==> src/include/eprm_pkg.sv <==
package eprm_pkg;
    // Bus widths
    localparam int ADDR_W = 16;
    localparam int DATA_W = 8;
    localparam int GP_NUM = 7;

    // Timing: strobe width from ns at the core clock rate
    localparam int CLK_PERIOD_NS = 10;
    localparam int STROBE_NS = 30;
    localparam int STRB_CYC = (STROBE_NS + CLK_PERIOD_NS - 1) / CLK_PERIOD_NS;
    localparam int SYNC_LAT = 2;
    localparam logic [2:0] STRB_LAST = 3'(STRB_CYC - 1);
    localparam logic [2:0] CAPT_LAST = 3'(SYNC_LAT - 1);
    localparam logic [1:0] STRAP_WAIT = 2'(SYNC_LAT);

    // Reset values
    localparam logic STRAP_RST = 1'b1;
    localparam logic PDOWN_RST = 1'b0;

    // Status word layout
    localparam int STAT_BOOT_BIT = 7;

    // Layout of the pin synchroniser word
    localparam int SY_STRAP = 0;
    localparam int SY_CARD = 1;
    localparam int SY_DATA = 2;
    localparam int SY_GP = SY_DATA + DATA_W;
    localparam int SYNC_W = SY_GP + GP_NUM;

    // General-purpose pin modes
    localparam logic [1:0] GP_MODE_IN = 2'h0;
    localparam logic [1:0] GP_MODE_IRQ = 2'h1;
    localparam logic [1:0] GP_MODE_OUT = 2'h2;

    // Access sequencer states
    typedef enum logic [3:0] {
        ST_IDLE = 4'h1,
        ST_SETUP = 4'h2,
        ST_STROBE = 4'h4,
        ST_CAPT = 4'h8
    } eprm_state_t;
endpackage

==> src/include/eprm_gpio_if.sv <==
`timescale 1ns/1ps
interface eprm_gpio_if #(parameter int N = eprm_pkg::GP_NUM);
    logic [2*N-1:0] mode;
    logic [N-1:0] rise;
    logic [N-1:0] out_val;
    logic [N-1:0] clr;
    logic [N-1:0] lvl;
    logic [N-1:0] flag;
    logic [N-1:0] pin_o;
    logic [N-1:0] pin_oe_n;

    modport ctl (
        output mode, rise, out_val, clr, lvl,
        input flag, pin_o, pin_oe_n
    );
    modport pins (
        input mode, rise, out_val, clr, lvl,
        output flag, pin_o, pin_oe_n
    );
endinterface

==> src/verilog/eprm_top.sv <==
`timescale 1ns/1ps
// How it works
// - Latch boot strap after reset release, hold.
// - Latched strap readable in input status word.
// - Strap low: code over external bus.
// - External data pins carry code data both ways.
// - Strap high: weak pull-ups on data pins.
// - Drive sixteen-bit external address bus.
// - Active-low program memory read strobe.
// - Active-low program memory write strobe.
// - Chip enable off when idle, sleep, no interrupt.
// - Chip enable back once any condition ends.
// - Separate active-low I/O read and write strobes.
// - Card detect input with weak pull-up.
// - Seven pins: input, edge interrupt, output.
// - Trailing N means active low.
module eprm_top (
    // Clock and reset
    input wire logic CLK,
    input wire logic RESETN,
    // Boot source strap pin
    input wire logic BOOT_SOURCE_STRAP,
    // CPU access requests
    input wire logic CPU_CODE_RD,
    input wire logic CPU_CODE_WR,
    input wire logic CPU_IO_RD,
    input wire logic CPU_IO_WR,
    input wire logic [eprm_pkg::ADDR_W-1:0] CPU_ADDR,
    input wire logic [eprm_pkg::DATA_W-1:0] CPU_WDATA,
    output logic CPU_BUSY,
    output logic CPU_RVALID,
    output logic [eprm_pkg::DATA_W-1:0] CPU_RDATA,
    // Power state
    input wire logic CPU_IDLE,
    input wire logic SECOND_EXT_INTERRUPT,
    input wire logic CLK_SLEEP,
    // External memory pins
    output logic [eprm_pkg::ADDR_W-1:0] EXT_MEM_ADDR,
    input wire logic [eprm_pkg::DATA_W-1:0] EXT_MEM_DATA_I,
    output logic [eprm_pkg::DATA_W-1:0] EXT_MEM_DATA_O,
    output logic EXT_MEM_DATA_OE_N,
    output logic EXT_MEM_DATA_PU_EN,
    output logic PROG_MEM_READ_N,
    output logic PROG_MEM_WRITE_N,
    output logic PROG_MEM_CHIP_EN_N,
    output logic XBUS_IO_READ_N,
    output logic XBUS_IO_WRITE_N,
    // Card detect
    input wire logic CARD_PRESENT_N,
    output logic CARD_PULLUP_EN,
    output logic CARD_INSERTED,
    // General-purpose pins
    input wire logic [eprm_pkg::GP_NUM-1:0] GP_PIN_I,
    output logic [eprm_pkg::GP_NUM-1:0] GP_PIN_O,
    output logic [eprm_pkg::GP_NUM-1:0] GP_PIN_OE_N,
    input wire logic [2*eprm_pkg::GP_NUM-1:0] GP_MODE,
    input wire logic [eprm_pkg::GP_NUM-1:0] GP_EDGE_RISE,
    input wire logic [eprm_pkg::GP_NUM-1:0] GP_OUT_VAL,
    input wire logic [eprm_pkg::GP_NUM-1:0] GP_IRQ_CLR,
    output logic [eprm_pkg::GP_NUM-1:0] GP_IRQ_FLAG,
    // Status
    output logic [eprm_pkg::DATA_W-1:0] GP_INPUT_STATUS,
    output logic BOOT_FROM_EXT
);
    import eprm_pkg::*;

    logic [1:0] rst_pipe_reg;
    wire rst_n = rst_pipe_reg[1];
    logic [SYNC_W-1:0] pin_q;
    logic strap_reg;
    logic strap_done_reg;
    logic [1:0] cap_cnt_reg;
    eprm_state_t state_reg;
    eprm_state_t state_next;
    logic [2:0] cnt_reg;
    logic [2:0] cnt_next;
    logic op_code_reg;
    logic op_read_reg;
    logic [ADDR_W-1:0] addr_reg;
    logic [DATA_W-1:0] dout_reg;
    logic [DATA_W-1:0] rdata_reg;
    logic oe_n_reg;
    logic rd_n_reg;
    logic wr_n_reg;
    logic iord_n_reg;
    logic iowr_n_reg;
    logic ce_n_reg;
    logic busy_reg;
    logic rvalid_reg;
    logic pu_reg;
    logic card_reg;
    logic card_pu_reg;
    logic [DATA_W-1:0] status_reg;
    logic boot_ext_reg;
    // Reset release through two flops
    always_ff @(posedge CLK or negedge RESETN) begin
        if (!RESETN) begin
            rst_pipe_reg <= 2'h0;
        end else begin
            rst_pipe_reg <= {rst_pipe_reg[0], 1'b1};
        end
    end

    // All pin inputs pass two flops
    eprm_sync #(
        .W(SYNC_W),
        .INIT({SYNC_W{1'b1}})
    ) i_eprm_sync (
        .clk(CLK),
        .rst_n(rst_n),
        .d({GP_PIN_I, EXT_MEM_DATA_I, CARD_PRESENT_N, BOOT_SOURCE_STRAP}),
        .q(pin_q)
    );

    wire strap_q = pin_q[SY_STRAP];
    wire card_q = pin_q[SY_CARD];
    wire [DATA_W-1:0] data_q = pin_q[SY_DATA +: DATA_W];
    wire [GP_NUM-1:0] gp_q = pin_q[SY_GP +: GP_NUM];

    // General-purpose pin block
    eprm_gpio_if #(.N(GP_NUM)) gp_if ();
    assign gp_if.mode = GP_MODE;
    assign gp_if.rise = GP_EDGE_RISE;
    assign gp_if.out_val = GP_OUT_VAL;
    assign gp_if.clr = GP_IRQ_CLR;
    assign gp_if.lvl = gp_q;
    eprm_gpio #(
        .GP_N(GP_NUM)
    ) i_eprm_gpio (
        .clk(CLK),
        .rst_n(rst_n),
        .gp(gp_if.pins)
    );
    assign GP_IRQ_FLAG = gp_if.flag;
    assign GP_PIN_O = gp_if.pin_o;
    assign GP_PIN_OE_N = gp_if.pin_oe_n;

    // Strap is taken once the synchroniser holds its level
    always_ff @(posedge CLK or negedge rst_n) begin
        if (!rst_n) begin
            strap_reg <= STRAP_RST;
            strap_done_reg <= 1'b0;
            cap_cnt_reg <= 2'h0;
        end else if (!strap_done_reg) begin
            cap_cnt_reg <= cap_cnt_reg + 2'h1;
            if (cap_cnt_reg == STRAP_WAIT) begin
                strap_reg <= strap_q;
                strap_done_reg <= 1'b1;
            end
        end
    end

    // Power-down of the program memory chip enable
    wire pdown_next = CPU_IDLE & ~SECOND_EXT_INTERRUPT & CLK_SLEEP;

    // Request arbitration: code read, code write, I/O read, I/O write
    wire code_ok = strap_done_reg & ~strap_reg;
    wire take_crd = CPU_CODE_RD & code_ok;
    wire take_cwr = CPU_CODE_WR & code_ok & ~take_crd;
    wire take_ird = CPU_IO_RD & ~take_crd & ~take_cwr;
    wire take_iwr = CPU_IO_WR & ~take_crd & ~take_cwr & ~CPU_IO_RD;
    wire any_take = take_crd | take_cwr | take_ird | take_iwr;
    wire start = (state_reg == ST_IDLE) & ~pdown_next & any_take &
        strap_done_reg;

    // Sequencer; a power-down cancels the access at once
    always_comb begin
        state_next = state_reg;
        if (pdown_next) begin
            state_next = ST_IDLE;
        end else begin
            case (state_reg)
                ST_IDLE: if (start) state_next = ST_SETUP;
                ST_SETUP: state_next = ST_STROBE;
                ST_STROBE: if (cnt_reg == STRB_LAST) state_next = ST_CAPT;
                ST_CAPT: if (cnt_reg == CAPT_LAST) state_next = ST_IDLE;
                default: state_next = ST_IDLE;
            endcase
        end
    end

    // Counter and operation decode for the coming cycle
    assign cnt_next = (state_next == state_reg) ? cnt_reg + 3'h1 : 3'h0;
    wire op_code_next = start ? (take_crd | take_cwr) : op_code_reg;
    wire op_read_next = start ? (take_crd | take_ird) : op_read_reg;
    wire strobe_next = (state_next == ST_STROBE);
    wire drive_next = (state_next != ST_IDLE) & ~op_read_next;
    wire capt_now = (state_reg == ST_CAPT) & (cnt_reg == CAPT_LAST) &
        op_read_reg & ~pdown_next;

    // Strobes: one at a time, only inside the strobe window
    wire rd_n_next = ~(strobe_next & op_code_next & op_read_next);
    wire wr_n_next = ~(strobe_next & op_code_next & ~op_read_next);
    wire iord_n_next = ~(strobe_next & ~op_code_next & op_read_next);
    wire iowr_n_next = ~(strobe_next & ~op_code_next & ~op_read_next);

    // Sequencer state and captured request
    always_ff @(posedge CLK or negedge rst_n) begin
        if (!rst_n) begin
            state_reg <= ST_IDLE;
            cnt_reg <= 3'h0;
            op_code_reg <= 1'b0;
            op_read_reg <= 1'b0;
            addr_reg <= '0;
            dout_reg <= '0;
        end else begin
            state_reg <= state_next;
            cnt_reg <= cnt_next;
            op_code_reg <= op_code_next;
            op_read_reg <= op_read_next;
            if (start) begin
                addr_reg <= CPU_ADDR;
                dout_reg <= CPU_WDATA;
            end
        end
    end

    // Pin drivers, all from flops
    always_ff @(posedge CLK or negedge rst_n) begin
        if (!rst_n) begin
            oe_n_reg <= 1'b1;
            rd_n_reg <= 1'b1;
            wr_n_reg <= 1'b1;
            iord_n_reg <= 1'b1;
            iowr_n_reg <= 1'b1;
            ce_n_reg <= PDOWN_RST;
        end else begin
            oe_n_reg <= ~drive_next;
            rd_n_reg <= rd_n_next;
            wr_n_reg <= wr_n_next;
            iord_n_reg <= iord_n_next;
            iowr_n_reg <= iowr_n_next;
            ce_n_reg <= pdown_next;
        end
    end

    // CPU answer and status
    always_ff @(posedge CLK or negedge rst_n) begin
        if (!rst_n) begin
            rdata_reg <= '0;
            rvalid_reg <= 1'b0;
            busy_reg <= 1'b1;
            pu_reg <= STRAP_RST;
            card_reg <= 1'b0;
            card_pu_reg <= 1'b1;
            status_reg <= '0;
            boot_ext_reg <= ~STRAP_RST;
        end else begin
            rvalid_reg <= capt_now;
            if (capt_now) begin
                rdata_reg <= data_q;
            end
            busy_reg <= (state_next != ST_IDLE) | ~strap_done_reg;
            pu_reg <= strap_reg;
            card_reg <= ~card_q;
            card_pu_reg <= 1'b1;
            status_reg <= {strap_reg, gp_q};
            boot_ext_reg <= ~strap_reg;
        end
    end

    assign EXT_MEM_ADDR = addr_reg;
    assign EXT_MEM_DATA_O = dout_reg;
    assign EXT_MEM_DATA_OE_N = oe_n_reg;
    assign EXT_MEM_DATA_PU_EN = pu_reg;
    assign PROG_MEM_READ_N = rd_n_reg;
    assign PROG_MEM_WRITE_N = wr_n_reg;
    assign PROG_MEM_CHIP_EN_N = ce_n_reg;
    assign XBUS_IO_READ_N = iord_n_reg;
    assign XBUS_IO_WRITE_N = iowr_n_reg;
    assign CARD_PULLUP_EN = card_pu_reg;
    assign CARD_INSERTED = card_reg;
    assign CPU_BUSY = busy_reg;
    assign CPU_RVALID = rvalid_reg;
    assign CPU_RDATA = rdata_reg;
    assign GP_INPUT_STATUS = status_reg;
    assign BOOT_FROM_EXT = boot_ext_reg;
endmodule

==> src/verilog/eprm_sync.sv <==
`timescale 1ns/1ps
module eprm_sync #(
    parameter int W = 1,
    parameter logic [W-1:0] INIT = '0
) (
    // Clock and reset
    input wire logic clk,
    input wire logic rst_n,
    // Asynchronous inputs and their synchronised copy
    input wire logic [W-1:0] d,
    output logic [W-1:0] q
);
    logic [W-1:0] meta_reg;

    // Two flops; the first is read only by the second
    always_ff @(posedge clk or negedge rst_n) begin
        if (!rst_n) begin
            meta_reg <= INIT;
            q <= INIT;
        end else begin
            meta_reg <= d;
            q <= meta_reg;
        end
    end
endmodule

==> src/verilog/eprm_gpio.sv <==
`timescale 1ns/1ps
module eprm_gpio #(
    parameter int GP_N = eprm_pkg::GP_NUM
) (
    // Clock and reset
    input wire logic clk,
    input wire logic rst_n,
    // Pin control and state
    eprm_gpio_if.pins gp
);
    import eprm_pkg::*;

    logic [GP_N-1:0] prev_reg;
    logic [GP_N-1:0] flag_reg;
    logic [GP_N-1:0] pin_o_reg;
    logic [GP_N-1:0] oe_n_reg;
    wire [GP_N-1:0] hit;

    // Edge seen in the chosen direction
    function automatic logic edge_hit(logic cur, logic old, logic up);
        edge_hit = up ? (cur & ~old) : (~cur & old);
    endfunction

    // Per-pin mode decode, edge detect and drive
    for (genvar i = 0; i < GP_N; i++) begin : g_pin
        wire [1:0] m = gp.mode[2*i +: 2];
        assign hit[i] = (m == GP_MODE_IRQ) &&
            edge_hit(gp.lvl[i], prev_reg[i], gp.rise[i]);

        // Set wins over a clear in the same cycle
        always_ff @(posedge clk or negedge rst_n) begin
            if (!rst_n) begin
                prev_reg[i] <= 1'b1; // Same level as synchroniser reset
                flag_reg[i] <= 1'b0;
                pin_o_reg[i] <= 1'b0;
                oe_n_reg[i] <= 1'b1;
            end else begin
                prev_reg[i] <= gp.lvl[i];
                flag_reg[i] <= hit[i] | (flag_reg[i] & ~gp.clr[i]);
                pin_o_reg[i] <= gp.out_val[i];
                oe_n_reg[i] <= ~(m == GP_MODE_OUT);
            end
        end
    end

    assign gp.flag = flag_reg;
    assign gp.pin_o = pin_o_reg;
    assign gp.pin_oe_n = oe_n_reg;
endmodule

==> config.mk <==
export PLATFORM = sky130hd
export DESIGN_NAME = eprm_top
export DESIGN_NICKNAME = d
export VERILOG_FILES = /design/src/include/eprm_pkg.sv /design/src/include/eprm_gpio_if.sv /design/src/verilog/eprm_top.sv /design/src/verilog/eprm_sync.sv /design/src/verilog/eprm_gpio.sv
export SDC_FILE = /design/constraint.sdc
export NUM_CORES = 1
export LEC_CHECK = 0
export ABC_AREA = 0
export BUFFER_PORTS_ARGS = -buffer_cell sky130_fd_sc_hd__buf_2
export CAP_MARGIN = 20
export CORE_MARGIN = 4
export CORE_UTILIZATION = 40
export DETAILED_ROUTE_END_ITERATION = 16
export PLACE_DENSITY_LB_ADDON = 0.05
export SLEW_MARGIN = 25
export SYNTH_ARGS = -nofsm -noshare
export SYNTH_HDL_FRONTEND = slang
export SYNTH_HIERARCHICAL = 1
export SYNTH_SLANG_ARGS = --single-unit
==> constraint.sdc <==
create_clock -name CLK -period 6.6 [get_ports CLK]
set_input_delay 0.33 -clock CLK [delete_from_list [all_inputs] [get_ports CLK]]
set_output_delay 0.33 -clock CLK [all_outputs]
set_load 0.005 [all_outputs]
Yosys cells after proc, flatten, opt, wreduce, memory -nomap -nowiden. Index checks and enable logic that the tools add are counted.

Add/sub/neg operators: 2. Eq/ne operators: 24. Muxes and demuxes: 17. Bitwise logic cells: 100. Reduce and logical (&&, ||, !) cells: 8.

Operator list (count): bitwise AND 1 bit (45); inverter 1 bit (43); == test 2 bit, second input constant (8); 2-to-1 mux 4 bit (4); case mux 4 bit (4 select lines) (1); == test 2 x 1 -> 1 bit, second input constant (7); bitwise OR 1 bit (12); 2-to-1 mux 1 bit (11); == test 4 x 3 -> 1 bit, second input constant (2); logical AND 1 bit (7); == test 4 x 1 -> 1 bit, second input constant (1); == test 4 x 2 -> 1 bit, second input constant (1); == test 4 bit (1); == test 4 bit, second input constant (1); inequality test 4 x 1 -> 1 bit, second input constant (1); adder 3 x 1 -> 3 bit, second input constant (1); == test 3 x 1 -> 1 bit, second input constant (1); == test 3 x 2 -> 1 bit, second input constant (1); 2-to-1 mux 3 bit (1); adder 2 x 1 -> 2 bit, second input constant (1); AND reduction 2 bit (1).

Flip-flop bits (word level): 128. Bits of input ports: 85. Output and inout port bits: 73. Logic and storage cells: 204.

Longest topological paths before layout. Gate-level depths: netlist (run 1).

Word-level depth: 18. Mapped depth: 7.

Modules after synthesis. The synthesis (run 1) kept the hierarchy.

Modules (own cells, without submodules): eprm_top (instances 1, cells each 187, area each 2613.8 µm², seq. area each 1662.8 µm²); eprm_gpio (instances 1, cells each 77, area each 1033.5 µm², seq. area each 718.2 µm²); eprm_sync (instances 1, cells each 34, area each 893.4 µm², seq. area each 893.4 µm²).

Worst setup path before layout (run 1). OpenSTA, ideal clock, no wires.

Path type: register to register. Start point: register state_reg[1]. End point: register iowr_n_reg, in the netlist XBUS_IO_WRITE_N. Arrival: 1712 ps. Setup slack: 4800 ps. Stages on the path, launching flop included: 7. Clock period less this slack: 1800 ps. Path through: dfrtp_1 -> buf_6 -> nor4b_4 -> o2111ai_4 -> mux2i_2 -> inv_2 -> or3_1.

Elaborated cells on any way between the ends: 20. Classes of those cells: 5 x eq/ne; 7 x mux; 8 x bitwise.

RTL lines: start, declared (line eprm_top.sv:73) `eprm_state_t state_reg;`; start signal, assigned (line eprm_top.sv:207) `state_reg <= state_next;`; == test 4 x 1 -> 1 bit (line eprm_top.sv:163) `wire start = (state_reg == ST_IDLE) & ~pdown_next & any_take &`; bitwise AND 1 bit (3 in series) (line eprm_top.sv:163); 2-to-1 mux 1 bit (line eprm_top.sv:185) `wire op_read_next = start ? (take_crd | take_ird) : op_read_reg;`; via op_read_next (line eprm_top.sv:185); inverter 1 bit (line eprm_top.sv:195) `wire iowr_n_next = ~(strobe_next & ~op_code_next & ~op_read_next);`; bitwise AND 1 bit (line eprm_top.sv:195); inverter 1 bit (line eprm_top.sv:195); via iowr_n_next (line eprm_top.sv:195); end signal, assigned (line eprm_top.sv:232) `iowr_n_reg <= iowr_n_next;`; end, declared (line eprm_top.sv:86) `logic iowr_n_reg;`.

The timed path passes the listed nets, and every way through them passes these cells. A chain may end at the register's enable or synchronous reset.

Worst setup path in the final report (run 1).
Start point: register state_reg[0]. End point: register iowr_n_reg, in the netlist XBUS_IO_WRITE_N.

The elaborated chain is that of the path after synthesis.

==> results.py, run 1 <==
metrics = {
    "timing": {
        "period_share_pct": 36.2,
        "period_needed_ps": 2390,
        "tns_ps": 0,
        "tightestPinTransition_ps": 889,
        "finalSetupViolCount": 0,
        "fin_skew_ps": 4.66,
        "fmax_ghz": 0.418,
        "rsz0062_at_grt": "false",
        "slew_violations": 0,
        "relSlewSlack_pct": 40.7,
        "hold_ws_ps": 25.4,
        "hold_violations": 0,
    },
    "synthesis": {
        "async_reset_ff_share_pct": 100,
        "netlist.top_cell.by_area": "dfrtp_1",
        "synth_area_mm2": 0.00454,
        "synth_edf_count": 0,
        "ys_seq_area_share_pct": 72.1,
        "ys.flop_type": "dfrtp_1",
        "synth_cell_types": 43,
        "synth_area_per_cell_um2": 15.2,
        "ys_seq_elements": 128,
        "yosysWarnings": 6,
        "synth_cells": 298,
        "synth_area_leaders": "dfrtp_1 39%, dfstp_2 33%, mux2_2 7.9%",
        "synth.top_cell.area_share_pct": 39.1,
    },
    "critical_path": {
        "path_class": "flip-flop to flip-flop",
        "cp_slowest_cell": "dfstp_2",
        "cp_cell_sequence": "nor4b_4 > o2111ai_4 > mux2i_2 > inv_2 > or3_1",
        "r2r_setup_slack_ps": 4210,
        "worst_path_largest_cell_delay_ps": 610,
        "worstSetupStartpoint": "state_reg[0]$_DFF_PN1_",
        "critPathLaunchType": "flip-flop",
        "crit_fanout": 26,
        "crit_end": "XBUS_IO_WRITE_N$_DFF_PN1_",
        "critical_path_required_ps": 6920,
        "rr_startpoint": "state_reg[0]$_DFF_PN1_",
        "r2r_end": "XBUS_IO_WRITE_N$_DFF_PN1_",
        "arrival_ps": 2710,
        "worstRegToRegCells": 5,
        "cp-end-kind": "flip-flop",
    },
    "detailed_routing": {
        "ant_nets": 0,
        "wl_per_cell_um": 14.0,
        "vias": 2889,
        "drc": 0,
        "vias_per_cell": 4.56,
        "wirelength_mm": 8.87,
        "first_pass_iters": 4,
        "drt_iter0_markers": 108,
    },
    "floorplanning": {
        "placeableCoreArea_mm2": 0.0110,
        "io_pins": 158,
        "die_w_um": 115,
        "rows": 38,
        "initial_core_util_pct": 41.3,
        "dieArea_mm2": 0.0131,
        "dieHeight_um": 115,
    },
    "grt": {
        "grt_overflow_total": 0,
        "grt_pass1_vias": 3050,
        "track_usage_pct": 14.4,
        "grt_max_degree": 73,
        "antenna_found_initial": 0,
        "grt_pass1_wl_mm": 14.4,
    },
    "placement": {
        "post-place-cells": 588,
        "gp_congestion": 0.731,
        "place_hpwl_mm": 6.44,
        "io_buffer_count": 156,
    },
    "cells_and_area": {
        "syn2layout_area_growth_pct": 36.9,
        "layoutNonFillerInstCount": 633,
        "multi_input_area_mm2": 0.00112,
        "fin_util_pct": 56.6,
        "mostFrequentLayoutCell": "buf_2",
        "regArea_mm2": 0.00328,
        "drive_gt1_share_pct": 59.6,
        "layout_common_cells": "156 x buf_2, 70 x dfrtp_1, 57 x dfstp_2",
        "fill_cells": 940,
        "diodes": 0,
        "nets": 569,
    },
    "cts": {
        "htreeDepth": 4,
        "clk_latency_ps": 400,
        "cts.sinks": 128,
        "clock_path_buffers": 2,
        "clkSlewWorstSetupHoldPaths_ps": 50,
        "cts-resized-gates": 0,
        "numCtsBuffers": 17,
        "cts_root_buf": "clkbuf_16",
        "cts_tree": "built",
    },
    "status": {
        "outcome": "finished clean",
    },
    "power_and_ir_drop": {
        "power_density_mw_per_mm2": 388,
        "finalPower_mw": 2.41,
        "p_leak_nw": 3.01,
        "peakVddDrop_mv": 0.245,
    },
    "flow_run": {
        "maxCapViolations": 0,
    },
    "worst_hold_path": {
        "min_path_type": "input pin to flip-flop",
    },
}
[metrics by stage]
stage,worst slack (ps),instance area [µm²]
3_3_place_gp,4220,5470
3_5_place_dp,4180,5470
5_1_grt,3980,6210
4_1_cts,4160,6150
6_report,4210,6210
2_1_floorplan,2870,4540
[cells by family (layout without fill, tap and decap cells)]
| logic type | Yosys count | count (layout) | share of synthesized area, % |
|---|---|---|---|
| compound gates | 35 | 35 | 6.83 |
| xor+xnor | 3 | 3 | 0.579 |
| fa+ha+maj | 4 | 4 | 1.10 |
| buf+inv | 35 | 229 | 3.20 |
| flops | 128 | 128 | 72.1 |
| mux | 33 | 33 | 8.24 |
| other cells | 1 | 2 | 0.0826 |
| simple gates | 59 | 59 | 7.85 |
[report_power, final]
part	total [mW]	switching, mW	internal [mW]
sequential	1.02	0.0823	0.938
combinational	0.447	0.196	0.251
clock	0.945	0.314	0.631
[critical path, delay by kind of cell, from the launching register on]
kind	cells	cell delay, ps
and+or+nand+nor	2	660
AOI/OAI and AO/OA	1	520
DFF	1	610
buffers and inverters	1	70
muxes	1	450
[Yosys cell counts, types with 4 or more instances]
master,count
and3b_1,7
nand2_1,11
ha_1,4
nand2b_1,5
dfrtp_1,71
inv_1,26
o32ai_2,7
o21ai_0,8
nor2_1,9
dfstp_2,57
clkbuf_1,4
nor2b_1,4
a21oi_1,9
mux2_2,32
nand3_1,4
[worst min path at each step]
stage / cells past startpoint / from / slack (ps) / to
after global placement: 1 / RESETN / 120 / rst_pipe_reg[0]$_DFF_PN0_
after detailed placement: 1 / RESETN / 120 / rst_pipe_reg[0]$_DFF_PN0_
final: 1 / EXT_MEM_DATA_I[4] / 30 / i_eprm_sync/meta_reg[6]$_DFF_PN1_
after CTS: 1 / EXT_MEM_DATA_I[7] / 0.7 / i_eprm_sync/meta_reg[9]$_DFF_PN1_
after floorplan: 0 / RESETN / 30 / rst_pipe_reg[0]$_DFF_PN0_
after global routing: 1 / GP_OUT_VAL[1] / 1 / i_eprm_gpio/gp.pin_o[1]$_DFF_PN0_
[timing repair]
action / in CTS / in global routing
setup buffers: 0 / 0
hold endpoints to repair: 8 / 6
hold buffers: 7 / 6
[area by class of cell]
class	instances	share of cell area, %
sequential	128	52.7
multi-input combinational	136	18.1
timing repair buffer	170	14.8
clock buffer	22	7.79
tap	140	2.82
clock inverter	10	2.13
inverter	27	1.63
[metal layers]
metal / vias to the layer above / GRT usage, % / share of wire, %
met4: 0 / 7.28 / 2.1
met5: - / 0 / 0
met1: 1402 / 16.2 / 38
met2: 96 / 22.0 / 49
met3: 18 / 7.82 / 10
li1: 1373 / - / -
Note: power is estimated with default switching activity, not from simulation.
==> run 2, diff against run 1 <==
==> constraint.sdc (replaced) <==
create_clock -name CLK -period 2.35 [get_ports CLK]
set_input_delay 0.1175 -clock CLK [delete_from_list [all_inputs] [get_ports CLK]]
set_output_delay 0.1175 -clock CLK [all_outputs]
set_load 0.005 [all_outputs]
==> results.py, run 2 (synthesized netlist as in run 1, its figures left out) <==
metrics = {
    "status": {
        "outcome": "finished clean",
    },
    "power_and_ir_drop": {
        "peakVddDrop_mv": 0.600,
        "p_leak_nw": 3.27,
        "power_density_mw_per_mm2": 980,
    },
    "cells_and_area": {
        "fill_cells": 847,
        "layout_common_cells": "156 x buf_2, 74 x dlygate4sd3_1, 70 x dfrtp_1",
        "fin_util_pct": 62.1,
        "fin_area_mm2": 0.00682,
        "syn2layout_area_growth_pct": 50.2,
        "nets": 634,
        "mostFrequentLayoutCell": "buf_2",
        "diodes": 0,
        "drive_gt1_share_pct": 52.4,
    },
    "timing": {
        "slew_violations": 0,
        "fin_skew_ps": 6.41,
        "relSlewSlack_pct": 56.7,
        "finalSetupViolCount": 0,
        "tightestPinTransition_ps": 650,
        "hold_violations": 0,
        "rsz0062_at_grt": "false",
        "period_needed_ps": 1920,
        "hold_ws_ps": 20.6,
        "tns_ps": 0,
        "period_share_pct": 81.5,
        "setup_slack_ps": 434,
        "fmax_ghz": 0.522,
    },
    "placement": {
        "io_buffer_count": 156,
        "dpl-instance-area_mm2": 0.00552,
        "gp_congestion": 0.773,
        "post-place-ws_ps": 464,
        "place_hpwl_mm": 6.64,
    },
    "floorplanning": {
        "die_w_um": 115,
        "rows": 38,
        "io_pins": 158,
        "initial_core_util_pct": 41.3,
        "dieHeight_um": 115,
        "placeableCoreArea_mm2": 0.0110,
        "dieArea_mm2": 0.0131,
    },
    "critical_path": {
        "path_class": "flip-flop to flip-flop",
        "critPathLaunchType": "flip-flop",
        "critical_path_required_ps": 2670,
        "cp-end-kind": "flip-flop",
        "arrival_ps": 2240,
        "r2r_setup_slack_ps": 430,
        "crit_fanout": 11,
    },
    "detailed_routing": {
        "wl_per_cell_um": 13.9,
        "drc": 0,
        "wirelength_mm": 9.71,
        "ant_nets": 0,
        "vias": 3149,
        "vias_per_cell": 4.52,
        "drt_iter0_markers": 89,
        "first_pass_iters": 4,
    },
    "grt": {
        "track_usage_pct": 15.9,
        "grt_overflow_total": 0,
        "antenna_found_initial": 0,
        "grt_max_degree": 51,
        "grt_pass1_vias": 3296,
        "grt_pass1_wl_mm": 15.9,
    },
    "cts": {
        "cts_root_buf": "clkbuf_16",
        "numCtsBuffers": 17,
        "cts.sinks": 128,
        "cts_tree": "built",
        "clk_latency_ps": 400,
        "htreeDepth": 4,
        "clock_path_buffers": 2,
        "clkSlewWorstSetupHoldPaths_ps": 50,
    },
    "flow_run": {
        "maxCapViolations": 0,
    },
    "worst_hold_path": {
        "min_path_type": "input pin to flip-flop",
    },
}
==> run 2: changes by cell type in the layout (fill, tap and decap cells not counted), sizes merged <==
cell         before  now
buf             157  161
bufinv            3    2
clkbuf           22   25
clkinv            4    3
clkinvlp          3    1
dlygate4sd3      13   74
==> run 2: per-stage QoR <==
step,cells,power [mW]
floorplan,299,3.66
global placement,592,4.15
detailed placement,592,4.18
CTS,697,6.78
global route,697,7.10
finish,697,6.69
==> run 2: critical path, stage by stage, from the launching register on <==
cell and delay, ps:
dfstp_2 620, nor4b_4 360, o2111ai_4 190, mux2i_2 300, inv_2 60, or3_1 300
==> run 2: final timing paths <==
| path | start | endpoint | cells past startpoint |
|---|---|---|---|
| max in group asynchronous | rst_pipe_reg[1]$_DFF_PN0_ | i_eprm_sync/meta_reg[0]$_DFF_PN1_ | 1 |
| max reg2reg | state_reg[0]$_DFF_PN1_ | XBUS_IO_WRITE_N$_DFF_PN1_ | 5 |
| min | GP_MODE[8] | i_eprm_gpio/gp.flag[4]$_DFF_PN0_ | 3 |
| max | state_reg[0]$_DFF_PN1_ | XBUS_IO_WRITE_N$_DFF_PN1_ | 5 |
| min in group asynchronous | RESETN | rst_pipe_reg[1]$_DFF_PN0_ | 2 |
| min reg2reg | rst_pipe_reg[0]$_DFF_PN0_ | rst_pipe_reg[1]$_DFF_PN0_ | 0 |
==> run 2: report_power, final <==
part | internal (mW) | switching (mW)
combinational | 0.785 | 0.572
sequential | 2.64 | 0.242
clock | 1.60 | 0.850
total | 5.02 | 1.66
==> run 2: repair_timing <==
action | in CTS | in global routing
hold buffers | 74 | 0
endpoints found under the setup margin | 0 | 0
buffers inserted | 0 | 0
endpoints found under the hold margin | 64 | 0
resized for setup | 0 | 0
==> run 2: per-layer routing <==
metal / track usage, % / up-vias / part of all wire, %
met5: 0 / - / 0
met4: 7.21 / 0 / 2.2
met3: 5.81 / 19 / 7.0
met2: 26.3 / 96 / 51
met1: 18.4 / 1522 / 39
li1: - / 1512 / -
==> run 2: area by class of cell <==
| class | count | area [µm²] | share of cell area, % |
|---|---|---|---|
| sequential | 128 | 3280 | 48.1 |
| tap | 140 | 175 | 2.57 |
| multi-input combinational | 136 | 1120 | 16.5 |
| clock inverter | 6 | 82.6 | 1.21 |
| inverter | 27 | 101 | 1.49 |
| clock buffer | 25 | 475 | 6.97 |
| timing repair buffer | 235 | 1580 | 23.2 |
==> run 3, diff against run 2 <==
--- a/config.mk
+++ b/config.mk
@@ -5,7 +5,7 @@
 export SDC_FILE = /design/constraint.sdc
 export NUM_CORES = 1
 export LEC_CHECK = 0
-export ABC_AREA = 0
+export ABC_AREA = 1
 export BUFFER_PORTS_ARGS = -buffer_cell sky130_fd_sc_hd__buf_2
 export CAP_MARGIN = 20
 export CORE_MARGIN = 4
==> constraint.sdc (replaced) <==
create_clock -name CLK -period 1.9 [get_ports CLK]
set_input_delay 0.095 -clock CLK [delete_from_list [all_inputs] [get_ports CLK]]
set_output_delay 0.095 -clock CLK [all_outputs]
set_load 0.005 [all_outputs]
==> results.py, run 3 <==
metrics = {
    "timing": {
        "finalSetupViolCount": 0,
        "period_share_pct": 85.4,
        "tns_ps": 0,
        "slew_violations": 0,
        "period_needed_ps": 1620,
        "fmax_ghz": 0.616,
        "fin_skew_ps": 8.87,
        "hold_violations": 0,
        "rsz0062_at_grt": "false",
    },
    "power_and_ir_drop": {
        "p_leak_nw": 3.66,
        "power_density_mw_per_mm2": 1170,
        "p_int_mw": 5.69,
        "power.switching_mw": 2.33,
        "clkPwrFrac_pct": 35.9,
        "switching_share_pct": 29.0,
        "pwr-share-seq_pct": 43.4,
        "comb_power_share_pct": 20.7,
        "peakVddDrop_mv": 0.712,
    },
    "detailed_routing": {
        "wl_per_cell_um": 11.7,
        "ant_nets": 0,
        "first_pass_iters": 5,
        "drt_iter0_markers": 135,
        "drc": 0,
        "wirelength_mm": 9.74,
        "vias": 3537,
        "vias_per_cell": 4.26,
    },
    "floorplanning": {
        "rows": 38,
        "die_w_um": 115,
        "placeableCoreArea_mm2": 0.0110,
        "initial_core_util_pct": 41.4,
        "io_pins": 158,
        "dieHeight_um": 115,
        "dieArea_mm2": 0.0132,
    },
    "critical_path": {
        "path_class": "flip-flop to flip-flop",
        "critPathLaunchType": "flip-flop",
        "crit_fanout": 25,
        "crit_top_cell": "nand2_1",
        "worstRegToRegCells": 9,
        "worstPathBufferInverterCount": 3,
        "worst_path_largest_cell_delay_ps": 530,
        "critical_path_required_ps": 2250,
        "cp-end-kind": "flip-flop",
        "cp_slowest_cell": "dfstp_2",
        "cp_cell_sequence": "inv_1 > nor2_1 > nand2_1 > nor2_1 > nand2_2 > clkinv_1 > buf_4 > nand2_1 > nand2_1",
        "path_delay_family": "simple AND/OR/NAND/NOR gates",
        "arrival_ps": 1970,
        "path_depth": 9,
    },
    "cells_and_area": {
        "layout_common_cells": "175 x nand2_1, 156 x buf_2, 78 x dlygate4sd3_1",
        "mostFrequentLayoutCell": "nand2_1",
        "diodes": 0,
        "syn2layout_area_growth_pct": 50.5,
        "drive_gt1_share_pct": 38.8,
        "layoutNonFillerInstCount": 831,
        "nets": 767,
    },
    "synthesis": {
        "synth_cell_types": 26,
        "synth_area_per_cell_um2": 10.8,
        "synth_area_mm2": 0.00457,
        "async_reset_ff_share_pct": 100,
        "netlist.top_cell.by_area": "dfrtp_1",
        "netlist_top_cells_count": "175 x nand2_1, 71 x dfrtp_1, 57 x dfstp_2, 52 x inv_1, 16 x nand3_1",
        "synth_area_leaders": "dfrtp_1 39%, dfstp_2 33%, nand2_1 14%",
        "synth.top_cell.area_share_pct": 38.9,
        "ys_seq_area_share_pct": 71.7,
        "ys.flop_type": "dfrtp_1",
        "yosysWarnings": 6,
        "synth_cells": 425,
        "ys_seq_elements": 128,
        "synth.most_common_cell": "nand2_1",
        "synth_edf_count": 0,
    },
    "cts": {
        "cts.sinks": 128,
        "cts_root_buf": "clkbuf_16",
        "numCtsBuffers": 17,
        "htreeDepth": 4,
        "cts_tree": "built",
        "clk_latency_ps": 410,
        "clock_path_buffers": 2,
        "post-cts-setup-buffers": 0,
        "clkSlewWorstSetupHoldPaths_ps": 60,
    },
    "grt": {
        "grt_pass1_vias": 3556,
        "track_usage_pct": 16.1,
        "grt_pass1_wl_mm": 16.4,
        "antenna_found_initial": 0,
        "grt_max_degree": 52,
        "grt_overflow_total": 0,
    },
    "flow_run": {
        "maxCapViolations": 0,
    },
    "placement": {
        "io_buffer_count": 156,
        "gp_congestion": 0.883,
        "post-place-cells": 721,
        "place_hpwl_mm": 6.38,
    },
    "worst_hold_path": {
        "min_delay_path_depth": 5,
        "min_path_type": "input pin to flip-flop",
    },
    "status": {
        "outcome": "finished clean",
    },
}
## run 3: cell types whose count changed after synthesis, moves of 4 or more
cell and delta:
inv_1 +26, nor2b_1 -4, nand2_1 +164, o32ai_2 -7, and3b_1 -7, nor2_4 +7
mux2_2 -32, a21oi_1 -7, o21ai_0 -7, nand2_2 +5, nand3_1 +12, nand2b_1 -5
## run 3: metrics by stage
stage	setup slack [ps]	utilization (%)	hold WS, ps	area (µm²)	total power [mW]
floorplan	395	-	-201	4580	4.40
global placement	313	50.4	-118	5560	5.03
detailed placement	272	50.4	-116	5560	5.06
CTS	261	62.4	70.2	6880	8.14
global route	91.5	62.4	98.4	6880	8.59
finish	277	62.4	88.1	6880	8.02
## run 3: logic make-up after synthesis
group	Yosys count	share of synthesized area (%)
adders and majority gates	4	1.10
buffers and inverters	61	5.34
AOI/OAI and AO/OA	5	0.712
DFF	128	71.7
xor gates and xnor gates	2	0.383
other	1	0.0821
and+or+nand+nor	224	20.7
## run 3: metal layers
metal | share of wire [%] | global-route usage (%) | vias up | routed length [µm]
li1 | - | - | 1776 | -
met1 | 42 | 19.7 | 1608 | 4100
met2 | 48 | 25.0 | 136 | 4630
met3 | 8.7 | 6.37 | 17 | 848
met4 | 1.6 | 7.75 | 0 | 160
met5 | 0 | 0 | - | 0
## run 3: final cells by class
class	count	area (µm²)
repair buffers	239	1620
multi-input cells	237	1050
flip-flops and latches	128	3280
inverters	55	206
clock buffers	19	454
well taps	140	175
clock inverters	13	86.3
fillers	930	4150
## run 3: power groups by stage
stage / Sequential (mW) / Clock [mW] / Combinational (mW)
2_1_floorplan: 3.54 / 0 / 0.856
3_3_place_gp: 3.50 / 0 / 1.52
3_5_place_dp: 3.50 / 0 / 1.56
4_1_cts: 3.48 / 2.98 / 1.68
5_1_grt: 3.54 / 3.11 / 1.93
6_report: 3.48 / 2.88 / 1.66
## run 3: final timing paths
path / startpoint / end / slack, ps
setup / recovery: state_reg[0]$_DFF_PN1_ / EXT_MEM_ADDR[12]$_DFFE_PN0P_ / 280
hold / removal: CPU_IO_RD / op_read_reg$_DFF_PN0_ / 90
setup reg to reg: state_reg[0]$_DFF_PN1_ / EXT_MEM_ADDR[12]$_DFFE_PN0P_ / 280
hold reg to reg: rst_pipe_reg[1]$_DFF_PN0_ / EXT_MEM_DATA_O[7]$_DFFE_PN0P_ / 290
max in group asynchronous: rst_pipe_reg[1]$_DFF_PN0_ / i_eprm_gpio/gp.pin_oe_n[0]$_DFF_PN1_ / 920
min in group asynchronous: rst_pipe_reg[1]$_DFF_PN0_ / EXT_MEM_DATA_O[7]$_DFFE_PN0P_ / 290
## run 3: worst min-delay path, cell delays in order
cell,delay [ps]
buf_2,90
nand2_1,50
nand2_1,50
nand2_1,70
nand2_2,100
## run 3: repair_timing
| item | 4_1_cts | 5_1_grt |
|---|---|---|
| gates resized for setup | 0 | 0 |
| endpoints found under the hold margin | 64 | 0 |
| hold buffers | 78 | 0 |
